## config.mk

```make
export PLATFORM = sky130hd
export DESIGN_NAME = aesu_top
export DESIGN_NICKNAME = d
export VERILOG_FILES = /design/src/rtl/aesu_pkg.sv /design/src/rtl/aesu_level_change.sv /design/src/rtl/aesu_sticky_bits.sv /design/src/rtl/aesu_top.sv
export SDC_FILE = /design/constraint.sdc
export NUM_CORES = 1
export LEC_CHECK = 0
export ABC_AREA = 1
export BUFFER_PORTS_ARGS = -buffer_cell sky130_fd_sc_hd__clkbuf_2
export CORE_MARGIN = 2
export CORE_UTILIZATION = 45
export DETAILED_ROUTE_END_ITERATION = 7
export MAX_ROUTING_LAYER = met4
export PLACE_DENSITY = 0.72
export SYNTH_ARGS = -nofsm -noshare
export SYNTH_HDL_FRONTEND = slang
export SYNTH_SLANG_ARGS = --single-unit
```

## constraint.sdc

```tcl
create_clock -name i_clk_sys -period 2.82 [get_ports i_clk_sys]
set_clock_uncertainty 0.1 [all_clocks]
set_input_delay 0.705 -clock i_clk_sys [delete_from_list [all_inputs] [get_ports i_clk_sys]]
set_output_delay 0.705 -clock i_clk_sys [all_outputs]
set_load 0.01 [all_outputs]
```

## src/rtl/aesu_pkg.sv

```systemverilog
// audio event status unit: register map, bit positions, reset values, carriers
// assumes one 40 MHz clock; control-port accesses arrive as one-cycle strobes
//
// Notes on behaviour
// converter clock starvation sets fault bit 3
// left clipping sets bit 2 until read
// right clipping sets bit 1 until read
// mute hint follows fast mode, change-only interrupt
// host may mute output during fast mode
// fault enables at bits 2..0, rest reserved
// any converter interrupt sets summary bit 7
// host then reads the converter fault register
// status write during copy sets bit 6
// transmit user buffer empty sets bit 5
// status block sent sets bit 4
// A/B mismatch sets bit 3, never interrupts
// new receive user block sets bit 2
// bit 1 on new block or change, by mode
// any receiver interrupt sets bit 0; host reads errors
// summary enables per bit, bit 3 reserved
// sticky receiver errors clear on error read
// interrupt when any enabled flag is set
// reserved bits read zero, ignore writes
package aesu_pkg;

    // ------------------------------------------------------------
    // register offsets on the control port
    // ------------------------------------------------------------
    localparam logic [6:0] AESU_OFS_RX_ERR = 7'h18;
    localparam logic [6:0] AESU_OFS_RX_ERR_EN = 7'h19;
    localparam logic [6:0] AESU_OFS_CVT_FLAGS = 7'h1a;
    localparam logic [6:0] AESU_OFS_CVT_EN = 7'h1b;
    localparam logic [6:0] AESU_OFS_SUM = 7'h1c;
    localparam logic [6:0] AESU_OFS_SUM_EN = 7'h1d;

    // ------------------------------------------------------------
    // field positions and implemented-bit masks
    // ------------------------------------------------------------
    localparam int AESU_CVT_SLOW_BIT = 3;
    localparam int AESU_CVT_LEFT_BIT = 2;
    localparam int AESU_CVT_RIGHT_BIT = 1;
    localparam int AESU_CVT_MUTE_BIT = 0;
    localparam int AESU_SUM_CVT_BIT = 7;
    localparam int AESU_SUM_COLL_BIT = 6;
    localparam int AESU_SUM_TXUB_BIT = 5;
    localparam int AESU_SUM_TXCS_BIT = 4;
    localparam int AESU_SUM_DIFF_BIT = 3;
    localparam int AESU_SUM_RXUB_BIT = 2;
    localparam int AESU_SUM_RXCS_BIT = 1;
    localparam int AESU_SUM_RXERR_BIT = 0;
    localparam logic [7:0] AESU_CVT_FLAGS_USED = 8'h0f;
    localparam logic [7:0] AESU_CVT_EN_USED = 8'h07;
    localparam logic [7:0] AESU_SUM_EN_USED = 8'hf7;
    localparam logic [7:0] AESU_RX_ERR_EN_USED = 8'hff;
    // receiver error bits that latch until read; the others track a level
    localparam logic [7:0] AESU_RX_ERR_STICKY = 8'h0a;

    // ------------------------------------------------------------
    // reset values
    // ------------------------------------------------------------
    localparam logic [7:0] AESU_RST_EN = 8'h00;
    localparam logic [7:0] AESU_RST_FLAGS = 8'h00;
    localparam logic [7:0] AESU_RST_RDATA = 8'h00;

    // ------------------------------------------------------------
    // carriers
    // ------------------------------------------------------------
    typedef struct packed {
        logic rd;
        logic wr;
        logic [6:0] addr;
        logic [7:0] wdata;
    } aesu_reg_req_t;

    typedef struct packed {
        logic too_slow;
        logic left_clip;
        logic right_clip;
        logic fast_mode;
    } aesu_cvt_evt_t;

    typedef struct packed {
        logic tx_cs_write;
        logic tx_cs_copy_busy;
        logic tx_user_empty;
        logic tx_cs_block_done;
        logic rx_ab_mismatch;
        logic rx_user_block;
        logic rx_cs_block_new;
        logic rx_cs_changed;
    } aesu_aud_evt_t;

endpackage

```

## src/rtl/aesu_level_change.sv

```systemverilog
// level flags: each bit shows its level, a pending bit marks any change
// assumes levels are synchronous; the pending bits clear on one strobe
module aesu_level_change
    import aesu_pkg::*;
#(
    parameter int W = 1
) (
    input wire logic i_clk_sys,
    input wire logic i_reset_n,
    input wire logic [W-1:0] i_level,
    input wire logic i_clear,
    output logic [W-1:0] o_state,
    output logic [W-1:0] o_pending
);

    logic [W-1:0] state_reg;
    logic [W-1:0] state_next;
    logic [W-1:0] pend_reg;
    logic [W-1:0] pend_next;

    // a change in the clearing cycle survives
    always_comb begin
        state_next = i_level;
        pend_next = (i_level ^ state_reg) | (i_clear ? '0 : pend_reg);
    end

    always_ff @(posedge i_clk_sys or negedge i_reset_n) begin
        if (!i_reset_n) begin
            state_reg <= '0;
            pend_reg <= '0;
        end else begin
            state_reg <= state_next;
            pend_reg <= pend_next;
        end
    end

    assign o_state = state_reg;
    assign o_pending = pend_reg;

endmodule

```

## src/rtl/aesu_sticky_bits.sv

```systemverilog
// sticky flag bank: bits set by events, cleared together by one strobe
// assumes set and clear are synchronous one-cycle or level conditions
module aesu_sticky_bits
    import aesu_pkg::*;
#(
    parameter int W = 1
) (
    input wire logic i_clk_sys,
    input wire logic i_reset_n,
    input wire logic [W-1:0] i_set,
    input wire logic i_clear,
    output logic [W-1:0] o_flags
);

    logic [W-1:0] flags_reg;
    logic [W-1:0] flags_next;

    // an event in the clearing cycle survives
    always_comb begin
        flags_next = i_set | (i_clear ? '0 : flags_reg);
    end

    always_ff @(posedge i_clk_sys or negedge i_reset_n) begin
        if (!i_reset_n) begin
            flags_reg <= '0;
        end else begin
            flags_reg <= flags_next;
        end
    end

    assign o_flags = flags_reg;

endmodule

```

## src/rtl/aesu_top.sv

```systemverilog
// audio event status unit: fault, receiver error and summary flags, enables,
// clear-on-read behaviour and the interrupt output
// assumes the control-port slave hands over one-cycle read and write strobes
module aesu_top
    import aesu_pkg::*;
(
    input wire logic i_clk_sys,
    input wire logic i_reset_n,
    input wire aesu_reg_req_t i_reg,
    input wire aesu_cvt_evt_t i_cvt,
    input wire aesu_aud_evt_t i_aud,
    input wire logic [7:0] i_rx_err_cond,
    input wire logic i_rx_status_change_mode,
    output logic [7:0] o_reg_rdata,
    output logic o_reg_rvalid,
    output logic o_irq
);

    // ------------------------------------------------------------
    // decode
    // ------------------------------------------------------------
    function automatic logic hit(input aesu_reg_req_t req, input logic [6:0] ofs);
        hit = (req.addr == ofs);
    endfunction

    logic rd_cvt;
    logic rd_sum;
    logic rd_rx;

    assign rd_cvt = i_reg.rd && hit(i_reg, AESU_OFS_CVT_FLAGS);
    assign rd_sum = i_reg.rd && hit(i_reg, AESU_OFS_SUM);
    assign rd_rx = i_reg.rd && hit(i_reg, AESU_OFS_RX_ERR);

    // ------------------------------------------------------------
    // converter fault flags
    // ------------------------------------------------------------
    logic [2:0] cvt_sticky;
    logic mute_state;
    logic mute_pend;
    logic [7:0] cvt_flags;
    logic cvt_irq;

    aesu_sticky_bits #(.W(3)) u_cvt_sticky (
        .i_clk_sys(i_clk_sys),
        .i_reset_n(i_reset_n),
        .i_set({i_cvt.too_slow, i_cvt.left_clip, i_cvt.right_clip}),
        .i_clear(rd_cvt),
        .o_flags(cvt_sticky)
    );

    aesu_level_change #(.W(1)) u_cvt_mute (
        .i_clk_sys(i_clk_sys),
        .i_reset_n(i_reset_n),
        .i_level(i_cvt.fast_mode),
        .i_clear(rd_cvt),
        .o_state(mute_state),
        .o_pending(mute_pend)
    );

    assign cvt_flags = {4'h0, cvt_sticky, mute_state} & AESU_CVT_FLAGS_USED;

    // ------------------------------------------------------------
    // receiver error flags
    // ------------------------------------------------------------
    logic [7:0] rx_sticky;
    logic [7:0] rx_state;
    logic [7:0] rx_change;
    logic [7:0] rx_flags;
    logic [7:0] rx_pend;
    logic rx_irq;

    // clear strobe is the error-register read
    aesu_sticky_bits #(.W(8)) u_rx_sticky (
        .i_clk_sys(i_clk_sys),
        .i_reset_n(i_reset_n),
        .i_set(i_rx_err_cond & AESU_RX_ERR_STICKY),
        .i_clear(rd_rx),
        .o_flags(rx_sticky)
    );

    aesu_level_change #(.W(8)) u_rx_level (
        .i_clk_sys(i_clk_sys),
        .i_reset_n(i_reset_n),
        .i_level(i_rx_err_cond & ~AESU_RX_ERR_STICKY),
        .i_clear(rd_rx),
        .o_state(rx_state),
        .o_pending(rx_change)
    );

    assign rx_flags = rx_sticky | rx_state;
    assign rx_pend = rx_sticky | rx_change;

    // ------------------------------------------------------------
    // enable registers
    // ------------------------------------------------------------
    logic [7:0] cvt_en_reg;
    logic [7:0] cvt_en_next;
    logic [7:0] sum_en_reg;
    logic [7:0] sum_en_next;
    logic [7:0] rx_en_reg;
    logic [7:0] rx_en_next;

    always_comb begin
        cvt_en_next = cvt_en_reg;
        sum_en_next = sum_en_reg;
        rx_en_next = rx_en_reg;
        if (i_reg.wr && hit(i_reg, AESU_OFS_CVT_EN)) begin
            cvt_en_next = i_reg.wdata & AESU_CVT_EN_USED;
        end
        if (i_reg.wr && hit(i_reg, AESU_OFS_SUM_EN)) begin
            sum_en_next = i_reg.wdata & AESU_SUM_EN_USED;
        end
        if (i_reg.wr && hit(i_reg, AESU_OFS_RX_ERR_EN)) begin
            rx_en_next = i_reg.wdata & AESU_RX_ERR_EN_USED;
        end
    end

    always_ff @(posedge i_clk_sys or negedge i_reset_n) begin
        if (!i_reset_n) begin
            cvt_en_reg <= AESU_RST_EN;
            sum_en_reg <= AESU_RST_EN;
            rx_en_reg <= AESU_RST_EN;
        end else begin
            cvt_en_reg <= cvt_en_next;
            sum_en_reg <= sum_en_next;
            rx_en_reg <= rx_en_next;
        end
    end

    // mute hint interrupts only on a change of state
    assign cvt_irq = (cvt_sticky[1] && cvt_en_reg[AESU_CVT_LEFT_BIT])
        || (cvt_sticky[0] && cvt_en_reg[AESU_CVT_RIGHT_BIT])
        || (mute_pend && cvt_en_reg[AESU_CVT_MUTE_BIT]);
    assign rx_irq = |(rx_pend & rx_en_reg);

    // ------------------------------------------------------------
    // summary status
    // ------------------------------------------------------------
    logic [7:0] sum_set;
    logic [7:0] sum_flags;
    logic rx_cs_event;

    // mode 0: every new block, mode 1: only on change
    assign rx_cs_event = i_rx_status_change_mode ? i_aud.rx_cs_changed : i_aud.rx_cs_block_new;

    always_comb begin
        sum_set = AESU_RST_FLAGS;
        sum_set[AESU_SUM_CVT_BIT] = cvt_irq;
        sum_set[AESU_SUM_COLL_BIT] = i_aud.tx_cs_write && i_aud.tx_cs_copy_busy;
        sum_set[AESU_SUM_TXUB_BIT] = i_aud.tx_user_empty;
        sum_set[AESU_SUM_TXCS_BIT] = i_aud.tx_cs_block_done;
        sum_set[AESU_SUM_DIFF_BIT] = i_aud.rx_ab_mismatch;
        sum_set[AESU_SUM_RXUB_BIT] = i_aud.rx_user_block;
        sum_set[AESU_SUM_RXCS_BIT] = rx_cs_event;
        sum_set[AESU_SUM_RXERR_BIT] = rx_irq;
    end

    aesu_sticky_bits #(.W(8)) u_sum (
        .i_clk_sys(i_clk_sys),
        .i_reset_n(i_reset_n),
        .i_set(sum_set),
        .i_clear(rd_sum),
        .o_flags(sum_flags)
    );

    // ------------------------------------------------------------
    // read port and interrupt output
    // ------------------------------------------------------------
    logic [7:0] rdata_reg;
    logic [7:0] rdata_next;
    logic rvalid_reg;
    logic rvalid_next;
    logic irq_reg;
    logic irq_next;

    always_comb begin
        rvalid_next = i_reg.rd;
        rdata_next = AESU_RST_RDATA;
        if (i_reg.rd) begin
            unique case (i_reg.addr)
                AESU_OFS_RX_ERR: rdata_next = rx_flags;
                AESU_OFS_RX_ERR_EN: rdata_next = rx_en_reg;
                AESU_OFS_CVT_FLAGS: rdata_next = cvt_flags;
                AESU_OFS_CVT_EN: rdata_next = cvt_en_reg;
                AESU_OFS_SUM: rdata_next = sum_flags;
                AESU_OFS_SUM_EN: rdata_next = sum_en_reg;
                default: rdata_next = AESU_RST_RDATA;
            endcase
        end
        // mismatch position never reaches the pin
        irq_next = |(sum_flags & sum_en_reg & AESU_SUM_EN_USED);
    end

    always_ff @(posedge i_clk_sys or negedge i_reset_n) begin
        if (!i_reset_n) begin
            rdata_reg <= AESU_RST_RDATA;
            rvalid_reg <= 1'b0;
            irq_reg <= 1'b0;
        end else begin
            rdata_reg <= rdata_next;
            rvalid_reg <= rvalid_next;
            irq_reg <= irq_next;
        end
    end

    assign o_reg_rdata = rdata_reg;
    assign o_reg_rvalid = rvalid_reg;
    assign o_irq = irq_reg;
endmodule

```

# Word-level counts from Yosys, hierarchy flattened
# Index checks and enable logic that the tools add are counted.
# word_totals
ff_bits,63
output_inout_bits,10
word_cells,52
# op_classes
eq_ne,6
muxes,8
bitwise,11
reduce_logical,14
# ops
op,count
case mux 8 bit (6 select lines),1
"equality test 7 x 5 -> 1 bit, second input constant",6
2-to-1 mux 8 bit,4
OR 8 bit,4
bitwise AND 8 bit,2
logical AND 1 bit,10
OR 4 x 8 -> 8 bit,1
OR reduction 8 bit,1
bitwise XOR 8 bit,1
OR reduction 7 bit,1
2-to-1 mux 3 bit,1
OR 3 bit,1
logical OR 1 bit,2
2-to-1 mux 1 bit,2
OR 1 bit,1
bitwise XOR 1 bit,1

# Logic depth before layout (Yosys ltp)
# Gate-level depths: netlist (run 1).
# depth
word_depth,4
mapped_depth,8

# Hierarchy
# A second synthesis (run 1) with hierarchy kept.
# unflattened
hier_cells,370
hier_area_um2,3047.9
# modules_own_cells
mod,n_inst,cells_each,area_per_inst_um2,seq_area_each_um2
aesu_top,1,217,1675.4,700.7
aesu_level_change at u_rx_level,1,65,594.3,400.4
aesu_sticky_bits at u_rx_sticky ...,2,33,294.0,200.2
aesu_sticky_bits at u_cvt_sticky,1,13,112.6,75.1
aesu_level_change at u_cvt_mute,1,9,77.6,50.0

# Worst setup path before layout (run 1)
# OpenSTA, ideal clock, no wires.
# synth_path
path_kind,input -> register
startpoint,in i_reg[13] in the netlist's numbering
endpoint,reg u_cvt_sticky.flags_reg[0] (netlist: u_cvt_sticky.o_flags[0])
setup_ns,0.124
arrival_time_ns,1.402
setup_slack_ns,1.195
stages,7
n_path_buf,1
path_cell_list,inv_2 nand2_2 nor2_8 buf_4 nand2_1 nor2_2 o21bai_1
# synth_via
elab_chain_len,4
# synth_lines
element,line_no,rtl
start: declaration,aesu_top.sv:9,"input wire aesu_reg_req_t i_reg,"
equality test 7 x 5 -> 1 bit,aesu_top.sv:23,hit = (req.addr == ofs);
logical AND 1 bit,aesu_top.sv:30,"assign rd_cvt = i_reg.rd && hit(i_reg, AESU_OFS_CVT_FLAGS);"
2-to-1 mux 3 bit,aesu_sticky_bits.sv:20,flags_next = i_set | (i_clear ? '0 : flags_reg);
OR 3 bit,aesu_sticky_bits.sv:20,
named net u_cvt_sticky.flags_next[0],aesu_sticky_bits.sv:16,logic [W-1:0] flags_next;
end signal: assignment,aesu_sticky_bits.sv:27,flags_reg <= flags_next;
end: declaration,aesu_sticky_bits.sv:15,logic [W-1:0] flags_reg;
# The timed path passes the listed nets, and every way through them passes these cells.
# A chain may end at the register's enable or synchronous reset.

# Final worst setup path (run 1)
# layout_path
startpoint,in i_reg[13] in the netlist's numbering
endpoint,reg rx_en_reg[5]
# layout_via
elab_chain_len,2
# layout_lines
element,line_no,rtl
equality test 7 x 5 -> 1 bit,aesu_top.sv:23,
logical AND 1 bit,aesu_top.sv:113,"if (i_reg.wr && hit(i_reg, AESU_OFS_RX_ERR_EN)) begin"
end signal: assignment,aesu_top.sv:126,rx_en_reg <= rx_en_next;
end: declaration,aesu_top.sv:100,logic [7:0] rx_en_reg;
# No other way between the ends.

==> results of run 1 <==
==> routing by layer <==
layer  global-route usage (%)  vias to the layer above  part of all wire (%)
met4                    6.207                        0                   1.3
met1                    24.98                      987                    43
met3                    4.091                       10                   5.4
met5                        -                        -                     0
li1                         -                     1002                     -
met2                    33.22                       59                    50
==> stage by stage <==
| stage | util, % | worst slack, ps | total power [mW] |
|---|---|---|---|
| after global placement | 51.78 | 781.4 | 1.015 |
| after floorplan | - | 1195 | 0.9422 |
| after detailed placement | 51.78 | 732.7 | 1.018 |
| after global routing | 53.44 | 932.0 | 1.516 |
| after CTS | 53.44 | 1067 | 1.464 |
| final | 53.44 | 1049 | 1.446 |
==> worst max-delay path: stages <==
cell and delay [ps]:
clkbuf_2 90, inv_2 40, nand2_2 70, nor2_8 400, nand2_4 160, nor2_4 270
nand2_1 110, o21ai_2 70
==> synth_stat cells <==
library cell	number	share of area (%)
nor3_1	1	0.20
o22ai_1	3	0.74
buf_6	2	0.88
nand2_1	48	7.1
o21ai_2	2	0.69
nand2_4	3	1.3
xnor2_1	7	2.4
nor2_8	3	2.4
nor2_4	6	2.6
buf_4	2	0.59
o21bai_1	9	2.6
dfrtp_1	55	54
o21ai_0	29	5.7
a221oi_1	1	0.34
o21ai_1	9	1.8
mux2i_1	1	0.39
a21oi_1	2	0.39
nor2_1	17	2.5
nor2_2	3	0.74
nand3_1	34	6.7
nand2_2	6	1.5
clkbuf_1	2	0.29
inv_1	26	3.8
inv_2	2	0.29
nand4_1	1	0.25
==> cell type report <==
cell class	count	share of cell area, %
flip-flops and latches	55	46.77
multi-input cells	185	34.91
repair buffers	50	8.588
inverters	28	3.571
well taps	72	3.061
clock buffers	5	2.338
clock inverters	3	0.7653
==> worst max path at each step <==
stage,startpoint,endpoint,cells past startpoint
after floorplan,i_reg[13],u_cvt_sticky.o_flags[0]$_DFF_PN0_,7
after global placement,i_reg[13],o_reg_rdata[3]$_DFF_PN0_,8
after detailed placement,i_reg[13],rx_en_reg[6]$_DFFE_PN0P_,8
after CTS,i_reg[13],rx_en_reg[6]$_DFFE_PN0P_,8
after global routing,i_reg[13],rx_en_reg[6]$_DFFE_PN0P_,8
final,i_reg[13],rx_en_reg[5]$_DFFE_PN0P_,8
==> power groups by stage <==
stage	sequential (mW)	clock (mW)	combinational [mW]
2_1_floorplan	0.856	0	0.0857
3_3_place_gp	0.860	0	0.154
3_5_place_dp	0.862	0	0.157
4_1_cts	0.846	0.460	0.158
5_1_grt	0.850	0.491	0.175
6_report	0.846	0.446	0.155
==> logic make-up (layout without fill, tap and decap cells) <==
family	Yosys count	after routing	share of synthesized area (%)
simple gates	122	122	25.18
mux	1	1	0.3920
compound gates	55	55	12.25
xor+xnor	7	7	2.401
flops	55	55	53.90
buf+inv	34	86	5.879
==> key figures, run 1 <==
Outcome
  • Status: finished, final reports clean

STA
  • Share of the clock period used by the worst path: 62.81%
  • Final setup fails: 0
  • Fin Setup TNS: 0 ps
  • F_max: approximately 560 MHz
  • Final hold slack: 393.4 ps
  • Final hold violation count: 0
  • Fin crit period: 1771 ps
  • Relative slew slack: 54.93%
  • Worst slew pin tran: 676.0 ps
  • Slew Limit Fails: 0
  • RSZ-0062 raised after global routing: false

Detailed routing
  • DRT iter0 DRCs: 152
  • Avg WL per Cell: 13.99 um
  • Routed Antenna Nets: 0
  • Routed vias: approximately 2100
  • Vias per cell: 5.171
  • Drt total wl: 5.567 mm
  • # DRC: 0
  • Drt pass-1 iters: 5

Power
  • Pwr Density: 491.5 nW/um^2
  • Internal power: roughly 1.1 mW
  • Leakage power: around 1.5 nW
  • Seq pwr share: just under 60%
  • Sw Pwr: 0.3832 mW
  • Maximum vdd drop: 0.2088 mV
  • Comb pwr share: 10.7%
  • Clock share of power: around 30%
  • Switching Share: 26.49%

Synth
  • Synth Warn #: 0
  • Synth Register Bits: 55
  • Yosys cell types: 25
  • Mapped Area: 2554 um^2
  • Seq/Total Area, Yosys: 53.90%
  • Synthesized net count: roughly 310
  • Syn Inst Count: 274
  • Syn_area_per_cell: 9.320 um^2

Worst setup path
  • Arrival @ worst endpoint: 1920 ps
  • Kind of critical path: in2reg
  • CP Data Required Time: between 2000 and 3000 ps
  • CP startpoint kind: input pin
  • R2R setup slack: 1730 ps
  • R2r startpoint: u_rx_sticky.o_flags[1]$_DFF_PN0_
  • Worst setup EP type: flip-flop
  • R2r endpoint: u_sum.o_flags[0]$_DFF_PN0_
  • R2r worst-path depth: 4
  • Critical path peak fanout: 34

Min path
  • Hold Crit Depth: 2
  • Hold_sp: u_cvt_mute.o_pending$_DFF_PN0_
  • HP Class: reg2reg
  • WHS Endpoint: u_cvt_mute.o_pending$_DFF_PN0_

Placed design
  • Dpl hpwl: 4.235 mm
  • PortBufs: 49
  • Cells after DPL: between 300 and 400
  • Gpl congestion: a little under 0.9
  • Cell Area, Placed: 2851 um^2

Clocking
  • CTS tree: built
  • Clk Tree Root Cell: clkbuf_8
  • CTS H-tree lvls: 2
  • Number of clock sinks: 55
  • Later-pin clock latency in the skew report: 310 ps
  • Reg clk slew, reported paths: approximately 100 ps
  • Hold_buf cts: 0
  • CTS Buffer Depth: 2
  • Number of setup buffers added after CTS: 0
  • CTS Buf Count: 5
  • CTS resizes: 0

Floorplan
  • Die width: 79.33 um
  • Die area: 6293 um^2
  • Die Y: 79.33 um
  • Core area: 5507 um^2
  • Row cnt: 27
  • Initial core utilization: 46.38%
  • Io pins: 50

Layout
  • Fill cells: a little over 500
  • Multi-input gate area: 1027 um^2
  • ANT cells: 0
  • Fin nets: 365
  • Commonest cells after routing, fill and taps aside: 55 x dfrtp_1, 49 x clkbuf_2, 48 x nand2_1, 34 x nand3_1, 29 x o21ai_0
  • Layout cells sized above 1: around 25%
  • Non-filler cells, final: 398
  • Storage element area: between 1000 and 1500 um^2
  • Post-route cell area: 2943 um^2
  • Synth-to-Final Area Change: 15.24%
  • Most common cell after layout, fill and taps aside: dfrtp_1

Run
  • Max cap viols: 0

GRT
  • Vias in the first global route: 2062
  • Initial antenna violation count: 0
  • Largest net degree at the start of global routing: 56
  • GRT overflow: 0
  • First-pass GRT wire length: about 9.5 mm
  • GRT Util Overall: 20.07%
Note: power is estimated with default switching activity, not from simulation.
==> inputs of run 2 (changes only) <==
PLACE_DENSITY = 0.75   (was 0.72)
clock period = 1.6 ns   (was 2.82 ns; I/O delays follow)
==> run 2 against run 1 <==
  * Utilization rose by 1.2 points
  * Sequential share of layout area fell by 0.99 points
  * Hold slack got worse by 280 ps
  * Sequential cell count did not move
  * Non-clock buffer count rose by 7
  * Setup slack got worse by 800 ps
  * Sequential power rose by 76%
  * Register-to-register slack got worse by 1300 ps
  * First-iteration DRC count rose by 23%
  * Largest power group unchanged
==> key figures, run 2 (synthesized netlist as in run 1, its figures left out) <==
Outcome
  • Status: finished, final reports clean (unchanged)

Floorplan
  • Die width: 79.33 um (unchanged)
  • Row cnt: 27 (unchanged)
  • Initial core utilization: 46.38% (unchanged)
  • Io pins: 50 (unchanged)
  • Core area: 5507 um^2 (unchanged)
  • Die area: 6293 um^2 (unchanged)
  • Die Y: 79.33 um (unchanged)

GRT
  • Vias in the first global route: 2001 (was 2062)
  • GRT Util Overall: 19.30% (was 20.07%)
  • First-pass GRT wire length: 8.949 mm (was 9.466 mm)
  • GRT overflow: 0 (unchanged)
  • Largest net degree at the start of global routing: 56 (unchanged)
  • Initial antenna violation count: 0 (unchanged)

Layout
  • Non-filler cells, final: 404 (was 398)
  • ANT cells: 0 (unchanged)
  • Storage element area: 1376 um^2 (unchanged)
  • Most common cell after layout, fill and taps aside: dfrtp_1 (unchanged)
  • Multi-input gate area: 1027 um^2 (unchanged)
  • Synth-to-Final Area Change: 17.74% (was 15.24%)
  • Commonest cells after routing, fill and taps aside: 55 x dfrtp_1, 49 x clkbuf_2, 48 x nand2_1, 34 x nand3_1, 29 x o21ai_0 (unchanged)
  • Post-route cell area: 3007 um^2 (was 2943 um^2)
  • Fill cells: 519 (was 510)
  • Layout cells sized above 1: 26.51% (was 25.46%)
  • Fin nets: 372 (was 365)

STA
  • Final hold violation count: 0 (unchanged)
  • Final hold slack: 109.9 ps (was 393.4 ps)
  • Fin crit period: ~1400 ps
  • F_max: ~740 MHz
  • Worst slew pin tran: 329.7 ps (was 676.0 ps)
  • Slew Limit Fails: 0 (unchanged)
  • RSZ-0062 raised after global routing: false (unchanged)
  • Final setup fails: 0 (unchanged)
  • Relative slew slack: 77.99% (was 54.93%)
  • Share of the clock period used by the worst path: 84.58%

Clocking
  • CTS Buf Count: 5 (unchanged)
  • Number of setup buffers added after CTS: 0 (unchanged)
  • Clk Tree Root Cell: clkbuf_8 (unchanged)
  • CTS Buffer Depth: 2 (unchanged)
  • CTS tree: built (unchanged)
  • Number of clock sinks: 55 (unchanged)
  • Reg clk slew, reported paths: 90 ps (was 100 ps)
  • Later-pin clock latency in the skew report: 310 ps (about the same)
  • CTS H-tree lvls: 2 (unchanged)

Run
  • Max cap viols: 0 (unchanged)

Detailed routing
  • Drt pass-1 iters: 4 (was 5)
  • Routed Antenna Nets: 0 (unchanged)
  • Vias per cell: 5.134 (was 5.171)
  • # DRC: 0 (unchanged)
  • Avg WL per Cell: 13.76 um (was 13.99 um)
  • DRT iter0 DRCs: 187 (was 152)
  • Routed vias: 2074 (was 2058)
  • Drt total wl: 5.561 mm (was 5.567 mm)

Worst setup path
  • Kind of critical path: in2reg (unchanged)
  • Arrival @ worst endpoint: 1500 ps (was 1920 ps)
  • CP Data Required Time: 1740 ps (was 2970 ps)
  • CP startpoint kind: input pin (unchanged)
  • Worst setup EP type: flip-flop (unchanged)
  • Critical path peak fanout: 8 (was 34)

Min path
  • HP Class: in2reg (was reg2reg)

Power
  • Maximum vdd drop: 0.3768 mV (was 0.2088 mV)
  • Pwr Density: 849.5 nW/um^2 (was 491.5 nW/um^2)
  • Leakage power: 1.581 nW (was 1.543 nW)
  • Pwr Total: 2.554 mW (was 1.446 mW)

Placed design
  • PortBufs: 49 (unchanged)
  • Dpl hpwl: 4.117 mm (was 4.235 mm)
  • Cells after DPL: 396 (was 390)
  • Cell Area, Placed: 2909 um^2 (was 2851 um^2)
  • Gpl congestion: 0.8840 (was 0.8814)
==> run 2: path summary, 6_finish.rpt <==
check                      cells past startpoint                             end                        startpoint  slack (ps)
min in group asynchronous                      3      u_sum.o_flags[3]$_DFF_PN0_                         i_reset_n         520
hold / removal                                 1          o_reg_rvalid$_DFF_PN0_                         i_reg[16]         110
max in group asynchronous                      3       cvt_en_reg[1]$_DFFE_PN0P_                         i_reset_n         630
setup reg to reg                               4      u_sum.o_flags[0]$_DFF_PN0_  u_rx_sticky.o_flags[1]$_DFF_PN0_         430
hold reg to reg                                2  u_cvt_mute.o_pending$_DFF_PN0_    u_cvt_mute.o_pending$_DFF_PN0_         400
setup / recovery                               8        o_reg_rdata[3]$_DFF_PN0_                          i_reg[9]         250
==> run 2: timing repair <==
| action | CTS | global route |
|---|---|---|
| hold buffers | 1 | 0 |
| endpoints found under the hold margin | 21 | 0 |
| resized for setup | 0 | 0 |
==> run 2: layer usage <==
layer,global-route usage (%),wire [um],up-vias
li1,-,-,1006
met5,-,0,-
met3,4.091,289,14
met2,30.00,2667,72
met4,7.931,131,0
met1,24.78,2473,982
==> run 2: through the flow <==
stage | setup slack [ps] | utilization, % | TNS (ps)
after floorplan | 279.7 | - | 0
after global placement | -27.00 | 52.83 | -75.12
after detailed placement | -62.27 | 52.83 | -153.9
after CTS | 248.8 | 54.60 | 0
after global routing | 156.3 | 54.60 | 0
final | 246.8 | 54.60 | 0
==> run 2: critical path: stages <==
cell and delay [ps]:
clkbuf_2 100, inv_1 80, nand2_1 130, nor2_4 210, nand2_2 120, o21ai_0 290, nor2_1 80, nor2_1 90
==> run 2: area by class of cell <==
type	instances	share of cell area (%)
Inverter	28	3.496
Timing Repair Buffer	57	10.65
Clock inverter	1	0.1665
Sequential cell	55	45.78
Clock buffer	6	2.747
Multi-Input combinational cell	185	34.17
Tap cell	72	2.996
==> run 2: report_power, final <==
part,switching (mW),total [mW],internal (mW)
clock network,0.433,0.774,0.341
registers,0.0387,1.49,1.45
logic,0.173,0.289,0.116
total,0.645,2.55,1.91
==> inputs of run 3 (changes only) <==
clock period = 1.1 ns   (was 1.6 ns; I/O delays follow)
==> run 3 against run 2 <==
  * The flow now finishes with violations (negative setup slack)
  * Critical path depth shrank 7
  * Critical endpoint is now o_reg_rdata[7]
  * Final area grew 27%
  * Cell count grew 8.9%
  * Combinational power grew 130%
  * Register-to-register slack lost 500 ps
  * Largest power group unchanged
  * Via count grew 11%
  * Utilization grew 15 points
  * Sequential cell count is the same
  * Die area is the same
==> key figures, run 3 (synthesized netlist as in run 1, its figures left out) <==
Outcome
  • Status: finished, violations left (was finished, final reports clean)
  • Failing checks: negative setup slack

Layout
  • Commonest cells after routing, fill and taps aside: 55 x dfrtp_1, 46 x clkbuf_2, 32 x nand2_1, 22 x inv_1 (was 55 x dfrtp_1, 49 x clkbuf_2, 48 x nand2_1, 34 x nand3_1, 29 x o21ai_0)
  • Synth-to-Final Area Change: 49.19% (was 17.74%)
  • Post-route cell area: 3810 um^2 (was 3007 um^2)
  • ANT cells: 0 (unchanged)
  • Most common cell after layout, fill and taps aside: dfrtp_1 (unchanged)
  • Layout cells sized above 1: 47.01% (was 26.51%)
  • Non-filler cells, final: 440 (was 404)
  • Fin nets: 407 (was 372)

Worst setup path
  • CP startpoint kind: flip-flop (was input pin)
  • Worst path max stage delay: 390 ps (was 290 ps)
  • Worst path bufs/invs: 1 (was 2)
  • R2R setup slack: -70 ps (was 430 ps)
  • Critical path peak fanout: 1 (was 8)
  • Arrival @ worst endpoint: 830 ps (was 1500 ps)
  • CP Data Required Time: 720 ps (was 1740 ps)
  • CP Cell Sequence: buf_6 (was clkbuf_2 > inv_1 > nand2_1 > nor2_4 > nand2_2 > o21ai_0 > nor2_1 > nor2_1)
  • Worst setup EP type: primary output (was flip-flop)
  • Slowest-stage cell, CP: dfrtp_1 (was o21ai_0)
  • Top Family by Delay on Critical Path: flip-flops (was simple AND/OR/NAND/NOR gates)
  • Kind of critical path: reg2out (was in2reg)

Placed design
  • Dpl hpwl: 4.484 mm (was 4.117 mm)
  • Cell Area, Placed: 3137 um^2 (was 2909 um^2)
  • Cells after DPL: 412 (was 396)
  • Gpl congestion: 0.8292 (was 0.8840)
  • PortBufs: 49 (unchanged)

STA
  • Relative slew slack: 77.34% (was 77.99%)
  • F_max: 831.5 MHz
  • Slew Limit Fails: 0 (unchanged)
  • Final worst slack: -102.6 ps (was 246.8 ps)
  • Final hold slack: 52.90 ps (was 109.9 ps)
  • RSZ-0062 raised after global routing: true (was false)
  • Final hold violation count: 0 (unchanged)
  • Worst slew pin tran: 339.1 ps (was 329.7 ps)
  • Fin crit period: 1203 ps
  • Share of the clock period used by the worst path: 109.3%
  • Final setup fails: 33 (was 0)

Min path
  • HP Class: in2reg (unchanged)

GRT
  • Initial antenna violation count: 0 (unchanged)
  • GRT Util Overall: 20.99% (was 19.30%)
  • Largest net degree at the start of global routing: 28 (was 56)
  • GRT overflow: 0 (unchanged)
  • First-pass GRT wire length: 10.05 mm (was 8.949 mm)
  • Vias in the first global route: 2221 (was 2001)

Detailed routing
  • Routed Antenna Nets: 0 (unchanged)
  • Drt pass-1 iters: 4 (unchanged)
  • Vias per cell: 5.223 (was 5.134)
  • Routed vias: 2298 (was 2074)
  • Drt total wl: 7.045 mm (was 5.561 mm)
  • DRT iter0 DRCs: 111 (was 187)
  • Avg WL per Cell: 16.01 um (was 13.76 um)
  • # DRC: 0 (unchanged)

Clocking
  • Clk Tree Root Cell: clkbuf_8 (unchanged)
  • CTS tree: built (unchanged)
  • Number of clock sinks: 55 (unchanged)
  • Reg clk slew, reported paths: 100 ps (was 90 ps)
  • CTS H-tree lvls: 2 (unchanged)
  • CTS Buffer Depth: 2 (unchanged)
  • CTS Buf Count: 5 (unchanged)
  • Later-pin clock latency in the skew report: 310 ps (about the same)

Power
  • Leakage power: 1.891 nW (was 1.581 nW)
  • Pwr Total: 3.959 mW (was 2.554 mW)
  • Pwr Density: 1039 nW/um^2 (was 849.5 nW/um^2)
  • Maximum vdd drop: 0.8210 mV (was 0.3768 mV)

Floorplan
  • Initial core utilization: 46.38% (unchanged)
  • Row cnt: 27 (unchanged)
  • Die area: 6293 um^2 (unchanged)
  • Core area: 5507 um^2 (unchanged)
  • Die Y: 79.33 um (unchanged)
  • Io pins: 50 (unchanged)
  • Die width: 79.33 um (unchanged)

Run
  • Max cap viols: 0 (unchanged)
[run 3: what timing repair did]
| item | CTS | global route |
|---|---|---|
| endpoints found under the hold margin | 63 | 0 |
| hold buffers | 9 | 0 |
| buffers inserted | 2 | 6 |
| pin swaps | 5 | 34 |
| gates resized for setup | 11 | 86 |
| cloned | 1 | 2 |
| endpoints found under the setup margin | 51 | 43 |
[run 3: final timing paths]
check	from	to	depth (start not counted)
hold / removal	i_aud[2]	u_sum.o_flags[2]$_DFF_PN0_	2
setup / recovery	o_reg_rdata[7]$_DFF_PN0_	o_reg_rdata[7]	1
max in group asynchronous	i_reset_n	u_sum.o_flags[4]$_DFF_PN0_	3
min in group asynchronous	i_reset_n	u_rx_level.o_state[7]$_DFF_PN0_	2
setup reg to reg	rx_en_reg[0]$_DFFE_PN0P_	u_sum.o_flags[0]$_DFF_PN0_	4
hold reg to reg	u_rx_level.o_pending[2]$_DFF_PN0_	u_rx_level.o_pending[2]$_DFF_PN0_	2
[run 3: power breakdown]
group          total, mW  switching (mW)  internal [mW]  leakage [nW]
logic              0.676           0.360          0.316          1.24
registers           2.18          0.0691           2.11         0.608
clock network       1.10           0.654          0.447        0.0412
total               3.96            1.08           2.88          1.89
[run 3: per-layer routing]
layer / GRT usage, % / wire, um / part of all wire (%)
met4: 5.690 / 165 / 2.3
met5: - / 0 / 0
met1: 26.61 / 2903 / 41
met2: 35.08 / 3696 / 52
met3: 3.636 / 279 / 4.0
[run 3: area by class of cell]
cell class                      instances  area (um^2)
Clock buffer                            6        72.57
Clock inverter                          2        12.51
Fill cell                             406         1697
Inverter                               28        128.9
Multi-Input combinational cell        185         1375
Sequential cell                        55         1376
Tap cell                               72        90.09
Timing Repair Buffer                   92        754.5
[run 3: through the flow]
step                utilization (%)  setup WS (ps)  TNS (ps)
detailed placement            56.96         -457.8    -17370
finish                        69.19         -102.6     -1735
global route                  69.19         -139.1     -3396
floorplan                         -         -76.41     -1055
global placement              56.96         -394.7    -15860
CTS                           61.44         -108.8    -868.7
